**config.mk**
```make
export PLATFORM = sky130hd
export DESIGN_NAME = wsr_top
export DESIGN_NICKNAME = d
export VERILOG_FILES = /design/src/wsr_pkg.sv /design/src/wsr_sync.sv /design/src/wsr_top.sv /design/src/wsr_wake_gate.sv
export VERILOG_INCLUDE_DIRS = /design/src
export SDC_FILE = /design/constraint.sdc
export NUM_CORES = 1
export LEC_CHECK = 0
export BUFFER_PORTS_ARGS = -buffer_cell sky130_fd_sc_hd__buf_2
export CORE_ASPECT_RATIO = 0.5
export CORE_MARGIN = 2
export CORE_UTILIZATION = 55
export CTS_CLUSTER_SIZE = 28
export DETAILED_ROUTE_END_ITERATION = 10
export PLACE_DENSITY = 0.74
export SETUP_SLACK_MARGIN = 0.5
export SLEW_MARGIN = 10
export SYNTH_ARGS = -nofsm -noshare
export SYNTH_HDL_FRONTEND = slang
export SYNTH_SLANG_ARGS = --single-unit
```
**constraint.sdc**
```tcl
create_clock -name clk -period 2.13 [get_ports clk]
set_input_delay 0.426 -clock clk [delete_from_list [all_inputs] [get_ports clk]]
set_output_delay 0.426 -clock clk [all_outputs]
set_load 0.02 [all_outputs]
```
**src/wsr_defs.svh**
```systemverilog
// Purpose: Offsets, field positions and reset values for the wake/SMI register bank
// Assumes: 8-bit register port, byte offsets as printed
// Notes: Register bank keeps wake enables across main resets
// Function
// - Eight-bit wake enable at 0x0e, bit per pin
// - Enable, status and global enable drive wake low
// - Disabled source still recorded, no wake output
// - Enables cleared only by standby power reset
// - Offset 0x0f reads zero, read only
// - SMI status at 0x10 mirrors peripheral interrupts
// - SMI bits ignore writes, clear at source
// - Parallel bit one until port activated, then ack
// - SMI status defaults 0x02 on every reset
`ifndef WSR_DEFS_SVH
`define WSR_DEFS_SVH
`define WSR_OFF_WAKE_EN 8'h0e
`define WSR_OFF_RSVD 8'h0f
`define WSR_OFF_SMI_STS 8'h10
`define WSR_OFF_IRQ_STS 8'h20
`define WSR_OFF_IRQ_MASK 8'h21
`define WSR_OFF_WAKE_STS 8'h22
`define WSR_OFF_CTRL 8'h23
`define WSR_WAKE_EN_RST 8'h00
`define WSR_SMI_RST 8'h02
`define WSR_BIT_PAR 1
`define WSR_BIT_SER2 2
`define WSR_BIT_SER1 3
`define WSR_BIT_FLOPPY 4
`define WSR_BIT_MIDI 5
`define WSR_CTRL_GLOBAL 0
`define WSR_CTRL_PAR_ACT 1
`endif

```
**src/wsr_pkg.sv**
```systemverilog
// Purpose: Types for the wake/SMI register bank
// Assumes: Nothing beyond the defs header
// Notes: Types only
package wsr_pkg;
  typedef logic [7:0] wsr_byte_t;
endpackage

```
**src/wsr_sync.sv**
```systemverilog
// Purpose: Three-stage synchroniser with agreement filter for a bus of pins
// Assumes: Inputs asynchronous to clk
// Notes: Output changes once stages two and three agree
`timescale 1ns/100ps
module wsr_sync
  import wsr_pkg::*;
#(
  parameter int WIDTH = 8,
  parameter logic [WIDTH-1:0] INIT = '0
) (
  input wire logic clk,
  input wire logic rst,
  input wire logic [WIDTH-1:0] din,
  output logic [WIDTH-1:0] dout
);
  logic [WIDTH-1:0] s1;
  logic [WIDTH-1:0] s2;
  logic [WIDTH-1:0] s3;
  // Stage one feeds only stage two to keep metastability contained
  always_ff @(posedge clk) begin
    if (rst) begin
      s1 <= INIT;
      s2 <= INIT;
      s3 <= INIT;
    end else begin
      s1 <= din;
      s2 <= s1;
      s3 <= s2;
    end
  end
  // Accept a new level only when two stages agree
  genvar i;
  generate
    for (i = 0; i < WIDTH; i++) begin : g_flt
      always_ff @(posedge clk) begin
        if (rst) begin
          dout[i] <= INIT[i];
        end else if (s2[i] == s3[i]) begin
          dout[i] <= s3[i];
        end
      end
    end
  endgenerate
endmodule

```
**src/wsr_top.sv**
```systemverilog
// Purpose: Wake-enable and SMI status register bank with interrupt status
// Assumes: Plain register port, read data one cycle after read strobe
// Notes: rst is main-power reset; standby_por separate active-high standby reset
//
// The implementer's own choice: the strobed register port.
`include "wsr_defs.svh"
`timescale 1ns/100ps
module wsr_top
  import wsr_pkg::*;
(
  input wire logic clk,
  input wire logic rst,
  input wire logic standby_por,
  input wire logic [7:0] addr,
  input wire logic [7:0] wdata,
  input wire logic wr,
  input wire logic rd,
  output logic [7:0] rdata,
  input wire logic [7:0] wake_pins,
  input wire logic printer_acknowledge_in_n,
  input wire logic serial_two_irq,
  input wire logic serial_one_irq,
  input wire logic floppy_irq,
  input wire logic midi_irq,
  output logic wake_event_out_n,
  output logic irq
);
  wsr_byte_t wake_source_enable_five;
  wsr_byte_t wake_status;
  wsr_byte_t smi_source_status_one;
  wsr_byte_t irq_status;
  wsr_byte_t irq_mask;
  logic global_wake_event_enable;
  logic par_active;
  logic [7:0] pins_s;
  logic [4:0] per_s;
  logic [4:0] per_prev;
  wsr_byte_t next_smi;
  logic [7:0] next_rdata;

  wsr_sync #(.WIDTH(8), .INIT(8'h00)) u_pin_sync (
    .clk(clk),
    .rst(rst),
    .din(wake_pins),
    .dout(pins_s)
  );
  wsr_sync #(.WIDTH(5), .INIT(5'h01)) u_per_sync (
    .clk(clk),
    .rst(rst),
    .din({midi_irq, floppy_irq, serial_one_irq, serial_two_irq, printer_acknowledge_in_n}),
    .dout(per_s)
  );

  function automatic logic hit(input logic [7:0] a, input logic [7:0] off);
    hit = (a == off);
  endfunction

  // Wake enables reset only by standby power, main resets leave them
  always_ff @(posedge clk) begin
    if (standby_por) begin
      wake_source_enable_five <= `WSR_WAKE_EN_RST;
    end else if (wr && hit(addr, `WSR_OFF_WAKE_EN)) begin
      wake_source_enable_five <= wdata;
    end
  end

  // Global enable bit also survives main reset alongside the enables
  always_ff @(posedge clk) begin
    if (standby_por) begin
      global_wake_event_enable <= 1'b0;
    end else if (wr && hit(addr, `WSR_OFF_CTRL)) begin
      global_wake_event_enable <= wdata[`WSR_CTRL_GLOBAL];
    end
  end

  // Port activate follows main resets so the parallel bit returns to one
  always_ff @(posedge clk) begin
    if (rst || standby_por) begin
      par_active <= 1'b0;
    end else if (wr && hit(addr, `WSR_OFF_CTRL)) begin
      par_active <= wdata[`WSR_CTRL_PAR_ACT];
    end
  end

  // Wake status latches high pin levels regardless of enables; write one clears
  always_ff @(posedge clk) begin
    if (rst || standby_por) begin
      wake_status <= 8'h00;
    end else begin
      wake_status <= pins_s | (wake_status & ~((wr && hit(addr, `WSR_OFF_WAKE_STS)) ? wdata : 8'h00));
    end
  end

  // SMI status mirrors sources; software writes have no effect
  always_comb begin
    next_smi = 8'h00;
    next_smi[`WSR_BIT_PAR] = par_active ? per_s[0] : 1'b1;
    next_smi[`WSR_BIT_SER2] = per_s[1];
    next_smi[`WSR_BIT_SER1] = per_s[2];
    next_smi[`WSR_BIT_FLOPPY] = per_s[3];
    next_smi[`WSR_BIT_MIDI] = per_s[4];
  end

  always_ff @(posedge clk) begin
    if (rst || standby_por) begin
      smi_source_status_one <= `WSR_SMI_RST;
    end else begin
      smi_source_status_one <= next_smi;
    end
  end

  // Interrupt events: rising SMI sources; set wins over a write-one clear
  always_ff @(posedge clk) begin
    if (rst || standby_por) begin
      per_prev <= 5'h00;
      irq_status <= 8'h00;
    end else begin
      per_prev <= next_smi[5:1];
      irq_status <= {2'b00, next_smi[5:1] & ~per_prev, 1'b0}
        | (irq_status & ~((wr && hit(addr, `WSR_OFF_IRQ_STS)) ? wdata : 8'h00));
    end
  end

  always_ff @(posedge clk) begin
    if (rst || standby_por) begin
      irq_mask <= 8'h00;
    end else if (wr && hit(addr, `WSR_OFF_IRQ_MASK)) begin
      irq_mask <= wdata;
    end
  end

  always_ff @(posedge clk) begin
    if (rst || standby_por) begin
      irq <= 1'b0;
    end else begin
      irq <= |(irq_status & irq_mask);
    end
  end

  wsr_wake_gate u_gate (
    .clk(clk),
    .rst(rst),
    .wake_status(wake_status),
    .wake_enable(wake_source_enable_five),
    .global_wake_event_enable(global_wake_event_enable),
    .wake_event_out_n(wake_event_out_n)
  );

  // Read mux; unmapped and reserved offsets answer zero
  always_comb begin
    next_rdata = 8'h00;
    unique case (addr)
      `WSR_OFF_WAKE_EN: next_rdata = wake_source_enable_five;
      `WSR_OFF_RSVD: next_rdata = 8'h00;
      `WSR_OFF_SMI_STS: next_rdata = smi_source_status_one;
      `WSR_OFF_IRQ_STS: next_rdata = irq_status;
      `WSR_OFF_IRQ_MASK: next_rdata = irq_mask;
      `WSR_OFF_WAKE_STS: next_rdata = wake_status;
      `WSR_OFF_CTRL: next_rdata = {6'h00, par_active, global_wake_event_enable};
      default: next_rdata = 8'h00;
    endcase
  end

  always_ff @(posedge clk) begin
    if (rst) begin
      rdata <= 8'h00;
    end else begin
      rdata <= rd ? next_rdata : 8'h00;
    end
  end

  chk_enable_keeps: assert property (@(posedge clk) disable iff (standby_por)
    rst |=> $stable(wake_source_enable_five)) else $error("wake enable lost on reset");
  chk_standby_clears: assert property (@(posedge clk)
    standby_por |=> wake_source_enable_five == 8'h00) else $error("standby clear failed");
  chk_wake_asserts: assert property (@(posedge clk) disable iff (rst || standby_por)
    (global_wake_event_enable && |(wake_status & wake_source_enable_five)) |=> !wake_event_out_n)
    else $error("wake not asserted");
  chk_wake_masked: assert property (@(posedge clk) disable iff (rst || standby_por)
    !(|(wake_status & wake_source_enable_five)) |=> wake_event_out_n)
    else $error("wake asserted while disabled");
  chk_rsvd_zero: assert property (@(posedge clk) disable iff (rst)
    rd && addr == `WSR_OFF_RSVD |=> rdata == 8'h00) else $error("reserved read nonzero");
  chk_smi_upper_zero: assert property (@(posedge clk) disable iff (rst || standby_por)
    smi_source_status_one[7:6] == 2'b00 && !smi_source_status_one[0])
    else $error("smi reserved bits set");
  chk_par_default: assert property (@(posedge clk) disable iff (rst || standby_por)
    !par_active |=> smi_source_status_one[`WSR_BIT_PAR]) else $error("parallel bit not one");
  chk_smi_reset: assert property (@(posedge clk)
    rst |=> smi_source_status_one == 8'h02) else $error("smi reset value wrong");
  chk_smi_read: assert property (@(posedge clk) disable iff (rst || standby_por)
    rd && addr == `WSR_OFF_SMI_STS |=> rdata == $past(smi_source_status_one))
    else $error("smi read mismatch");
  chk_smi_nowrite: assert property (@(posedge clk) disable iff (rst || standby_por)
    wr && addr == `WSR_OFF_SMI_STS |=> smi_source_status_one == $past(next_smi))
    else $error("smi changed by write");
  cov_wake: cover property (@(posedge clk) !wake_event_out_n);
  cov_irq: cover property (@(posedge clk) irq);
  cov_par_track: cover property (@(posedge clk) par_active && !smi_source_status_one[1]);

  // Main reset must leave the enables standing; standby power is the only way back to zero
  cov_enable_survives: cover property (@(posedge clk)
    rst ##1 (!rst && wake_source_enable_five != 8'h00));
  cov_wake_clear: cover property (@(posedge clk) wr && addr == `WSR_OFF_WAKE_STS);

  // Interrupt output is a registered view of unmasked status, one cycle behind
  chk_irq_raises: assert property (@(posedge clk) disable iff (rst || standby_por)
    |(irq_status & irq_mask) |=> irq) else $error("irq not raised");
  chk_irq_quiet: assert property (@(posedge clk) disable iff (rst || standby_por)
    !(|(irq_status & irq_mask)) |=> !irq) else $error("irq raised while masked");
  chk_irq_reset: assert property (@(posedge clk)
    rst |=> !irq && irq_status == 8'h00) else $error("irq state survived reset");

  // Read data must idle at zero so a stale byte is never mistaken for an answer
  chk_rdata_idle: assert property (@(posedge clk) disable iff (rst)
    !rd |=> rdata == 8'h00) else $error("read data not idle");
  chk_ctrl_read: assert property (@(posedge clk) disable iff (rst || standby_por)
    rd && addr == `WSR_OFF_CTRL |=> rdata == {6'h00, $past(par_active),
    $past(global_wake_event_enable)}) else $error("control read mismatch");

  // Writes land on the very next edge; there is no posted-write queue
  chk_enable_write: assert property (@(posedge clk) disable iff (standby_por)
    wr && addr == `WSR_OFF_WAKE_EN |=> wake_source_enable_five == $past(wdata))
    else $error("wake enable write lost");
  chk_mask_write: assert property (@(posedge clk) disable iff (rst || standby_por)
    wr && addr == `WSR_OFF_IRQ_MASK |=> irq_mask == $past(wdata))
    else $error("mask write lost");

  // Control bits: global enable lives in the standby domain, activate in the main one
  chk_global_standby: assert property (@(posedge clk)
    standby_por |=> !global_wake_event_enable) else $error("global enable kept");
  chk_global_keep: assert property (@(posedge clk) disable iff (standby_por)
    rst && !wr |=> $stable(global_wake_event_enable)) else $error("global enable lost");
  chk_par_reset: assert property (@(posedge clk)
    rst |=> !par_active) else $error("port activate kept over reset");
  chk_ctrl_standby_par: assert property (@(posedge clk)
    standby_por |=> !par_active) else $error("activate kept over standby");
  chk_wake_idle: assert property (@(posedge clk)
    rst |=> wake_event_out_n) else $error("wake out low after reset");

  // Wake status records every high pin whatever the enables say
  chk_wake_records: assert property (@(posedge clk) disable iff (rst || standby_por)
    1'b1 |=> (wake_status & $past(pins_s)) == $past(pins_s))
    else $error("wake event not recorded");
  chk_wake_sticky: assert property (@(posedge clk) disable iff (rst || standby_por)
    !(wr && addr == `WSR_OFF_WAKE_STS) |=>
    (wake_status & $past(wake_status)) == $past(wake_status))
    else $error("wake status dropped without a write");
  chk_irq_sticky: assert property (@(posedge clk) disable iff (rst || standby_por)
    !(wr && addr == `WSR_OFF_IRQ_STS) |=>
    (irq_status & $past(irq_status)) == $past(irq_status))
    else $error("irq status dropped without a write");

  // One checker per serial, floppy and MIDI SMI bit (2 to 5); each is only ever a delayed pin level
  genvar b;
  generate
    for (b = 2; b < 6; b++) begin : g_smi_chk
      chk_smi_follows: assert property (@(posedge clk) disable iff (rst || standby_por)
        1'b1 |=> smi_source_status_one[b] == $past(per_s[b-1]))
        else $error("smi bit does not follow its source");
    end
  endgenerate

  // A rising source must always leave its interrupt status bit set
  genvar k;
  generate
    for (k = 1; k < 6; k++) begin : g_irq_chk
      chk_irq_edge_sets: assert property (@(posedge clk) disable iff (rst || standby_por)
        next_smi[k] && !per_prev[k-1] |=> irq_status[k])
        else $error("rising source missed");
    end
  endgenerate

  // The status byte never accepts data from software
  chk_smi_upper_stays: assert property (@(posedge clk) disable iff (rst || standby_por)
    wr && addr == `WSR_OFF_SMI_STS |=> smi_source_status_one[7:6] == 2'b00)
    else $error("smi upper bits took a write");
  chk_par_active_one: assert property (@(posedge clk) disable iff (rst || standby_por)
    par_active |=> smi_source_status_one[`WSR_BIT_PAR] == $past(per_s[0]))
    else $error("parallel bit not tracking ack");

  // Wake status clear: a written one drops the bit unless the pin is still high
  chk_wake_clear: assert property (@(posedge clk) disable iff (rst || standby_por)
    wr && addr == `WSR_OFF_WAKE_STS |=>
    wake_status == ($past(pins_s) | ($past(wake_status) & ~$past(wdata))))
    else $error("wake status clear wrong");
  chk_unmapped_read: assert property (@(posedge clk) disable iff (rst)
    rd && addr > `WSR_OFF_CTRL |=> rdata == 8'h00) else $error("unmapped read nonzero");

  // Standby power also clears the main-domain state, all but rdata, the wake output and both synchronisers, which follow rst only
  chk_standby_smi: assert property (@(posedge clk)
    standby_por |=> smi_source_status_one == `WSR_SMI_RST) else $error("smi not reset");
  chk_standby_mask: assert property (@(posedge clk)
    standby_por |=> irq_mask == 8'h00 && wake_status == 8'h00)
    else $error("standby left status or mask");
  chk_rdata_reset: assert property (@(posedge clk)
    rst |=> rdata == 8'h00) else $error("read data survived reset");
  chk_wake_sts_reset: assert property (@(posedge clk)
    rst |=> wake_status == 8'h00) else $error("wake status survived reset");
endmodule

```
**src/wsr_wake_gate.sv**
```systemverilog
// Purpose: Gates enabled wake sources onto one active-low wake output
// Assumes: Status and enables on clk
// Notes: Registered output
`timescale 1ns/100ps
module wsr_wake_gate
  import wsr_pkg::*;
(
  input wire logic clk,
  input wire logic rst,
  input wire logic [7:0] wake_status,
  input wire logic [7:0] wake_enable,
  input wire logic global_wake_event_enable,
  output logic wake_event_out_n
);
  // Disabled sources are masked here only; their status stays recorded
  always_ff @(posedge clk) begin
    if (rst) begin
      wake_event_out_n <= 1'b1;
    end else begin
      wake_event_out_n <= ~(global_wake_event_enable && |(wake_status & wake_enable));
    end
  end
endmodule
```
==> flow_metrics.py, run 1 <==
metrics = {
    "global_route": {
        "grt_pass1_wl_um": 12850,
        "use_met1_pct": 30.95,
        "grt_pass1_vias": 2656,
        "grtUsageMet3_pct": 7.938,
        "grt_overflow_total": 0,
        "grt_start_max_net_pins": 53,
        "grt_busiest_layer": "met2",
        "grt.met2_usage_pct": 35.67,
        "antenna_found_initial": 0,
        "grt_usage_pct": 22.91,
    },
    "worst_setup_path": {
        "start_kind": "input pin",
        "cp-end-kind": "flop",
        "worstPathArrival_ns": 1.78,
        "crit_path_max_fanout": 9,
        "worstSetupPathType": "in -> reg",
        "required_ns": 2.40,
    },
    "layout": {
        "postLayoutCellArea_um2": 4352,
        "finalNonFillerCells": 527,
        "n_antenna_cell": 0,
        "utilization_pct": 65.98,
        "nNetsFinal": 464,
        "fill_cells": 537,
        "layout-drive-gt1-share_pct": 19.08,
        "areaGrowthSynthToFinish_pct": 17.86,
    },
    "power": {
        "p_comb_share_pct": 4.3,
        "power_density_nw_per_um2": 876.3,
        "sequentialPowerShare_pct": 51.2,
        "swShare_pct": 21.54,
        "pwr-share-clk_pct": 44.5,
        "vdd_drop_max_mv": 0.4031,
        "p_total_mw": 3.814,
        "p_leak_nw": 1.624,
        "internal_power_mw": 2.992,
        "power_switching_mw": 0.8212,
    },
    "floorplan": {
        "ioPinCount": 44,
        "initial_utilization_pct": 55.99,
        "die_area_um2": 7424,
        "die_h_um": 61.94,
        "num_rows": 21,
        "core_region_area_um2": 6595,
        "fp.dieW_um": 119.9,
    },
    "sta": {
        "setup_viol": 0,
        "layout_min_cycle_time_ns": 1.509,
        "finalCritPeriodShare_pct": 70.82,
        "tightest_slew_ns": 0.5666,
        "whs_ns": 0.2653,
        "hold_viol": 0,
        "rsz0062_at_grt": "no",
        "tns_ns": 0,
        "finalClockSkew_ns": 0.004298,
        "maxSlewHeadroom_pct": 62.14,
        "slew_violations": 0,
        "max_freq_mhz": 662.9,
        "worst_slack_ns": 0.6215,
    },
    "synth": {
        "syn-num-nets": 419,
        "synthFlopType": "dfxtp_1",
        "yosys.area.top_type_share_pct": 55.30,
        "syn-cell-area_um2": 3692,
        "synth.area.top_cells": "dfxtp_1, nor2b_1, a21oi_1",
        "synth_edf_count": 0,
        "synthCells": 385,
        "ys_ff_latch": 102,
        "synthArstFlopShare_pct": 0,
        "ys_seq_area_share_pct": 55.30,
        "synthDistinctLibCells": 40,
        "synth_commonest_cells": "dfxtp_1, nor2b_1, nand2_1",
        "avgSynthCellArea_um2": 9.590,
        "synth.most_common_cell": "dfxtp_1",
        "yosys.area.top_type": "dfxtp_1",
        "yosys_warnings": 0,
    },
    "detailed_routing": {
        "firstDrtPassIters": 6,
        "drcViolationCount": 0,
        "num_vias": 2934,
        "wl_per_cell_um": 15.37,
        "viasPerCell": 5.567,
        "wirelength_um": 8099,
        "drtAntennaViolNets": 0,
        "drtIter0Drc": 339,
    },
    "placement": {
        "place_congestion": 0.9310,
        "dpl_worst_slack_ns": 0.2512,
        "dpl_cell_area_um2": 4015,
        "dp_cells": 510,
        "hpwl_um": 5938,
        "port-buffer-count": 43,
    },
    "clock_network": {
        "clk-insertion-delay-late_ns": 0.34,
        "h-tree-depth": 3,
        "cts.path.max_buffers": 2,
        "clkSinkCount": 102,
        "clockRootBuffer": "clkbuf_16",
        "clkTransAtPathRegs_ns": 0.07,
        "cts_tree": "yes",
        "cts_made_buffers": 9,
    },
    "run_status": {
        "status": "finished, final reports clean",
    },
    "flow_run": {
        "cap_violations": 0,
    },
    "min_path": {
        "hp-class": "in -> reg",
    },
}
[cell usage in the layout (no fill, tap or decap), drive strengths merged, types with 2 or more instances in the layout]
cell,Yosys,routed
clkinv,0,2
inv,8,10
nor2,14,14
a22oi,14,14
nand3,17,17
nor3,3,3
a21oi,35,35
or2,4,4
and3,4,4
mux2i,3,3
dfxtp,102,102
a41oi,9,9
nand2,38,38
nor2b,46,46
a22o,10,10
and2,5,5
o21ai,29,29
buf,5,54
clkbuf,15,11
nor4b,2,2
nand4,7,7
[area by class of cell]
| type | count | area (µm²) | share of cell area (%) |
|---|---|---|---|
| sequential | 102 | 2042 | 46.92 |
| multi-input combinational | 255 | 1538 | 35.34 |
| timing repair buffer | 54 | 310.3 | 7.131 |
| clock buffer | 11 | 252.7 | 5.808 |
| tap | 92 | 115.1 | 2.645 |
| clock inverter | 5 | 63.81 | 1.466 |
| inverter | 8 | 30.03 | 0.6901 |
[critical path, cell delays in order]
cell	delay (ns)
buf_2	0.14
or4b_4	0.56
nor3_4	0.22
buf_12	0.15
a32oi_2	0.11
a21oi_1	0.17
[power groups by stage]
stage | Combinational (mW) | Clock [mW] | Sequential (mW)
after floorplan | 0.0846 | 0 | 1.99
after global placement | 0.155 | 0 | 1.99
after detailed placement | 0.160 | 0 | 2.00
after CTS | 0.160 | 1.72 | 1.95
after global routing | 0.176 | 1.81 | 1.95
final | 0.163 | 1.70 | 1.95
[worst paths after layout]
kind                                     from                          end  slack (ns)  cells after the start
setup reg to reg      par_active$_SDFFE_PP0P_          rdata[1]$_SDFF_PP0_        0.94                      4
hold / removal       printer_acknowledge_in_n  u_per_sync.s1[0]$_SDFF_PP1_        0.27                      2
hold reg to reg   u_per_sync.s1[0]$_SDFF_PP1_  u_per_sync.s2[0]$_SDFF_PP1_        0.41                      1
setup / recovery                      addr[4]          rdata[7]$_SDFF_PP0_        0.62                      6
[metal layers]
| layer | vias up | wire length, µm | share of wire, % |
|---|---|---|---|
| met1 | 1360 | 3780 | 47 |
| met5 | - | 0 | 0 |
| met3 | 10 | 784 | 9.7 |
| met4 | 0 | 85 | 1.0 |
| li1 | 1441 | - | - |
| met2 | 123 | 3448 | 43 |
[cells by family (layout without fill, tap and decap cells)]
| family | after synthesis | count (layout) | share of synthesized area, % |
|---|---|---|---|
| compound gates | 102 | 102 | 17.38 |
| flops | 102 | 102 | 55.30 |
| simple gates | 148 | 148 | 22.53 |
| buf+inv | 28 | 78 | 3.050 |
| mux | 5 | 5 | 1.728 |
[flip-flops by register name, indices dropped and copies added (netlist names), 5 cells and up]
name                     flops
u_pin_sync.s1                8
u_per_sync.dout              5
u_per_sync.s2                5
irq_status                   8
smi_source_status_one        5
u_pin_sync.s3                8
u_per_sync.s3                5
irq_mask                     8
rdata                        8
u_pin_sync.dout              8
u_pin_sync.s2                8
u_per_sync.s1                5
wake_source_enable_five      8
wake_status                  8
[timing repair]
action	CTS	global route
hold buffers	0	0
resized for setup	0	0
buffers inserted	0	1
endpoints found under the hold margin	0	0
setup endpoints to repair	0	6
(Power assumes the default switching activity.)
==> run 2: changes to the inputs <==
==> constraint.sdc (replaced) <==
create_clock -name clk -period 1.5 [get_ports clk]
set_input_delay 0.3 -clock clk [delete_from_list [all_inputs] [get_ports clk]]
set_output_delay 0.3 -clock clk [all_outputs]
set_load 0.02 [all_outputs]
==> flow_metrics.py, run 2 (synthesis gave the netlist of run 1 again) <==
metrics = {
    "sta": {
        "layout_min_cycle_time_ns": 1.291,
        "maxSlewHeadroom_pct": 76.44,
        "max_freq_mhz": 774.4,
        "finalCritPeriodShare_pct": 86.08,
        "hold_viol": 0,
        "setup_viol": 0,
        "tightest_slew_ns": 0.3485,
        "tns_ns": 0,
        "worst_slack_ns": 0.2088,
        "finalClockSkew_ns": 0.004568,
        "rsz0062_at_grt": "yes",
        "whs_ns": 0.1469,
        "slew_violations": 0,
    },
    "global_route": {
        "grt_overflow_total": 0,
        "grt_start_max_net_pins": 53,
        "antenna_found_initial": 0,
        "grt_usage_pct": 24.92,
        "grt_pass1_wl_um": 13750,
        "grt_pass1_vias": 2733,
    },
    "worst_setup_path": {
        "start_kind": "input pin",
        "startpoint": "addr[4]",
        "cp-end-kind": "flop",
        "crit_path_max_fanout": 6,
        "r2r_start": "irq_mask[1]$_SDFFE_PP0P_",
        "worstSetupPathType": "in -> reg",
        "worstPathArrival_ns": 1.53,
        "required_ns": 1.73,
    },
    "placement": {
        "place_congestion": 0.9581,
        "port-buffer-count": 43,
        "dpl_worst_slack_ns": -0.2290,
        "dp_cells": 526,
        "hpwl_um": 6214,
    },
    "detailed_routing": {
        "num_vias": 3174,
        "wl_per_cell_um": 16.98,
        "drtAntennaViolNets": 0,
        "drtIter0Drc": 295,
        "firstDrtPassIters": 6,
        "drcViolationCount": 0,
        "viasPerCell": 5.781,
        "wirelength_um": 9322,
    },
    "floorplan": {
        "die_area_um2": 7424,
        "num_rows": 21,
        "ioPinCount": 44,
        "core_region_area_um2": 6595,
        "die_h_um": 61.94,
        "fp.dieW_um": 119.9,
        "initial_utilization_pct": 55.99,
    },
    "power": {
        "pwr-share-clk_pct": 42.7,
        "vdd_drop_max_mv": 0.7091,
        "p_comb_share_pct": 5.9,
        "internal_power_mw": 4.234,
        "power_switching_mw": 1.162,
        "swShare_pct": 21.54,
        "sequentialPowerShare_pct": 51.4,
        "power_density_nw_per_um2": 1071,
        "p_leak_nw": 1.790,
    },
    "clock_network": {
        "cts.path.max_buffers": 2,
        "cts_hold_buf": 0,
        "clockRootBuffer": "clkbuf_16",
        "h-tree-depth": 3,
        "clkTransAtPathRegs_ns": 0.06,
        "clk-insertion-delay-late_ns": 0.34,
        "cts_tree": "yes",
        "clkSinkCount": 102,
        "cts_made_buffers": 9,
    },
    "flow_run": {
        "cap_violations": 0,
    },
    "run_status": {
        "status": "finished, final reports clean",
    },
    "min_path": {
        "hold_start": "printer_acknowledge_in_n",
        "hp-class": "in -> reg",
    },
    "layout": {
        "n_antenna_cell": 0,
        "nNetsFinal": 487,
        "areaGrowthSynthToFinish_pct": 36.39,
        "fill_cells": 455,
        "finalNonFillerCells": 549,
        "final_cell_mix": "dfxtp_1, nor2b_1, nand2_1, buf_2, a21oi_1",
        "layout-drive-gt1-share_pct": 37.20,
        "mostFrequentLayoutCell": "dfxtp_1",
    },
}
## run 2: cell count changes in the layout (fill, tap and decap cells not counted), moves of 13 or more
cell | previous run | this run
buf_6 | 0 | 20
nand3_1 | 17 | 0
a21oi_1 | 35 | 22
a21oi_2 | 0 | 13
buf_2 | 43 | 30
nand3_2 | 0 | 13
## run 2: final cells by class
| type | count | area (µm²) | area share (%) |
|---|---|---|---|
| flip-flops and latches | 102 | 2053 | 40.77 |
| clock inverters | 4 | 56.30 | 1.118 |
| repair buffers | 77 | 653.1 | 12.97 |
| multi-input cells | 255 | 1886 | 37.44 |
| well taps | 92 | 115.1 | 2.286 |
| clock buffers | 11 | 242.7 | 4.820 |
| inverters | 8 | 30.03 | 0.5963 |
## run 2: worst paths after layout
kind              slack (ns)  cells past startpoint                     endpoint
setup / recovery        0.21                      8     irq_status[1]$_SDFF_PP0_
hold / removal          0.15                      2  u_per_sync.s1[0]$_SDFF_PP1_
setup reg to reg        0.26                      4          rdata[1]$_SDFF_PP0_
hold reg to reg         0.43                      1  u_pin_sync.s2[5]$_SDFF_PP0_
## run 2: critical path: stages
cell	delay, ns
buf_6	0.10
buf_6	0.12
nor4b_4	0.35
buf_4	0.21
buf_6	0.11
nand4_1	0.09
a21oi_2	0.18
nor2_1	0.06
## run 2: layer usage
layer	part of all wire (%)	GRT usage (%)	vias to the layer above
li1	-	-	1490
met1	42	32.39	1459
met2	44	38.69	179
met3	10	7.482	46
met4	4.3	13.28	0
met5	0	0	-
## run 2: power by group through the flow
stage	registers [mW]	logic, mW	clock network [mW]
final	2.77	0.318	2.30
after global routing	2.78	0.341	2.46
after CTS	2.77	0.299	2.34
after detailed placement	2.83	0.272	0
after global placement	2.83	0.264	0
after floorplan	2.83	0.144	0
## run 2: repair_timing
action                     4_1_cts  5_1_grt
setup endpoints to repair       52       52
pin swaps                       14       19
resized for setup               54       35
cloned                           0        1
setup buffers                    7        0
## run 2: per-stage QoR
stage          power [mW]  utilization, %  area, µm²
2_1_floorplan       2.972               -       3926
3_3_place_gp        3.095           65.45       4317
3_5_place_dp        3.106           65.45       4317
4_1_cts             5.409           73.65       4857
5_1_grt             5.579           76.36       5036
6_report            5.396           76.36       5036
==> run 3: changes to the inputs <==
--- a/config.mk
+++ b/config.mk
@@ -12,7 +12,7 @@
 export CORE_UTILIZATION = 55
 export CTS_CLUSTER_SIZE = 28
 export DETAILED_ROUTE_END_ITERATION = 10
-export PLACE_DENSITY = 0.74
+export PLACE_DENSITY = 0.76
 export SETUP_SLACK_MARGIN = 0.5
 export SLEW_MARGIN = 10
 export SYNTH_ARGS = -nofsm -noshare
==> flow_metrics.py, run 3 (synthesis gave the netlist of run 1 again) <==
metrics = {
    "clock_network": {
        "clkSinkCount": 102,
        "clk-insertion-delay-late_ns": 0.35,
        "cts_tree": "yes",
        "h-tree-depth": 3,
        "cts_made_buffers": 9,
        "clockRootBuffer": "clkbuf_16",
        "cts.path.max_buffers": 2,
        "clkTransAtPathRegs_ns": 0.07,
    },
    "worst_setup_path": {
        "required_ns": 1.77,
        "crit_family": "simple AND/OR/NAND/NOR gates",
        "r2r_start": "irq_mask[1]$_SDFFE_PP0P_",
        "slowest_delay_ns": 0.56,
        "crit_top_cell": "buf_6",
        "worst-path-buf-inv": 2,
        "crit_path_max_fanout": 8,
        "startpoint": "addr[4]",
        "slowest_stage": "or4b_4",
        "start_kind": "input pin",
        "worstPathArrival_ns": 1.59,
        "cp_cell_sequence": "buf_6, or4b_4, nor3_4, buf_6, a32oi_4, a21oi_2",
        "cp-end-kind": "flop",
        "worstSetupPathType": "in -> reg",
    },
    "global_route": {
        "grt_start_max_net_pins": 47,
        "grt_pass1_vias": 2873,
        "antenna_found_initial": 0,
        "grt_pass1_wl_um": 14390,
        "grt_overflow_total": 0,
        "grt_usage_pct": 26.25,
    },
    "placement": {
        "hpwl_um": 6471,
        "dp_cells": 525,
        "port-buffer-count": 43,
        "place_congestion": 0.9755,
    },
    "detailed_routing": {
        "drtIter0Drc": 308,
        "firstDrtPassIters": 5,
        "drtAntennaViolNets": 0,
        "wirelength_um": 9348,
        "num_vias": 3104,
        "viasPerCell": 5.644,
        "wl_per_cell_um": 17.00,
        "drcViolationCount": 0,
    },
    "flow_run": {
        "cap_violations": 0,
    },
    "layout": {
        "nNetsFinal": 487,
        "layout-drive-gt1-share_pct": 34.28,
        "finalNonFillerCells": 550,
        "mostFrequentLayoutCell": "dfxtp_1",
        "areaGrowthSynthToFinish_pct": 32.19,
        "n_antenna_cell": 0,
        "final_cell_mix": "dfxtp_1, nor2b_1, nand2_1, buf_2, buf_4",
    },
    "floorplan": {
        "die_area_um2": 7424,
        "fp.dieW_um": 119.9,
        "initial_utilization_pct": 55.99,
        "core_region_area_um2": 6595,
        "die_h_um": 61.94,
        "ioPinCount": 44,
        "num_rows": 21,
    },
    "power": {
        "power_density_nw_per_um2": 1071,
        "vdd_drop_max_mv": 0.8369,
        "p_total_mw": 5.228,
        "p_leak_nw": 1.752,
    },
    "min_path": {
        "hold_start": "printer_acknowledge_in_n",
        "hp-class": "in -> reg",
    },
    "sta": {
        "slew_violations": 0,
        "maxSlewHeadroom_pct": 71.72,
        "max_freq_mhz": 754.4,
        "layout_min_cycle_time_ns": 1.326,
        "finalCritPeriodShare_pct": 88.37,
        "tightest_slew_ns": 0.4242,
        "hold_viol": 0,
        "setup_viol": 0,
        "rsz0062_at_grt": "yes",
        "finalClockSkew_ns": 0.006373,
    },
    "run_status": {
        "status": "finished, final reports clean",
    },
}
## run 3: cell count changes in the layout (fill, tap and decap cells not counted), moves of 3 or more
cell     before  now
nand2_1      30   38
buf_4        21   28
nand3_1       0    6
nand2_4       5    0
buf_6        20   16
nand2_2       3    0
nand3_2      13   10
nand3_4       4    1
## run 3: cell type report
| class | count | area [µm²] |
|---|---|---|
| Sequential cell | 102 | 2054 |
| Fill cell | 466 | 1714 |
| Tap cell | 92 | 115.1 |
| Inverter | 8 | 30.03 |
| Multi-Input combinational cell | 255 | 1788 |
| Clock inverter | 6 | 46.29 |
| Clock buffer | 10 | 229.0 |
| Timing Repair Buffer | 77 | 618.1 |
## run 3: through the flow
step	setup slack, ns	instance area, µm²	util [%]	setup TNS [ns]	hold WS (ns)
finish	0.1744	4881	74.01	0	0.1335
global route	0.1467	4881	74.01	0	0.1312
CTS	0.2541	4826	73.17	0	0.1277
detailed placement	-0.1511	4297	65.15	-1.599	0.3977
global placement	-0.06930	4297	65.15	-0.5743	0.3923
floorplan	0.05177	3926	-	0	0.3895
## run 3: layer usage
layer  vias up  GRT usage, %  share of wire [%]
met3        19         8.303                 10
met1      1442         33.96                 43
li1       1496             -                  -
met4         0         11.76                2.3
met5         -             0                  0
met2       147         41.71                 44
## run 3: final timing paths
path	end	slack [ns]	cells past startpoint
worst max-delay path	rdata[3]$_SDFF_PP0_	0.17	6
worst min-delay path	u_per_sync.s1[0]$_SDFF_PP1_	0.13	2
worst max register to register	rdata[1]$_SDFF_PP0_	0.25	4
worst min register to register	u_per_sync.s2[0]$_SDFF_PP1_	0.41	1
## run 3: report_power, final
group	internal, mW	leakage (nW)	switching (mW)
Combinational	0.133	0.784	0.174
Sequential	2.75	0.833	0.0192
Clock	1.14	0.135	1.01
Total	4.03	1.75	1.20
## run 3: what timing repair did
action | 4_1_cts | 5_1_grt
setup endpoints to repair | 52 | 52
setup buffers | 5 | 2
cloned | 2 | 0
pin swaps | 6 | 1
hold buffers | 0 | 0
gates resized for setup | 55 | 11
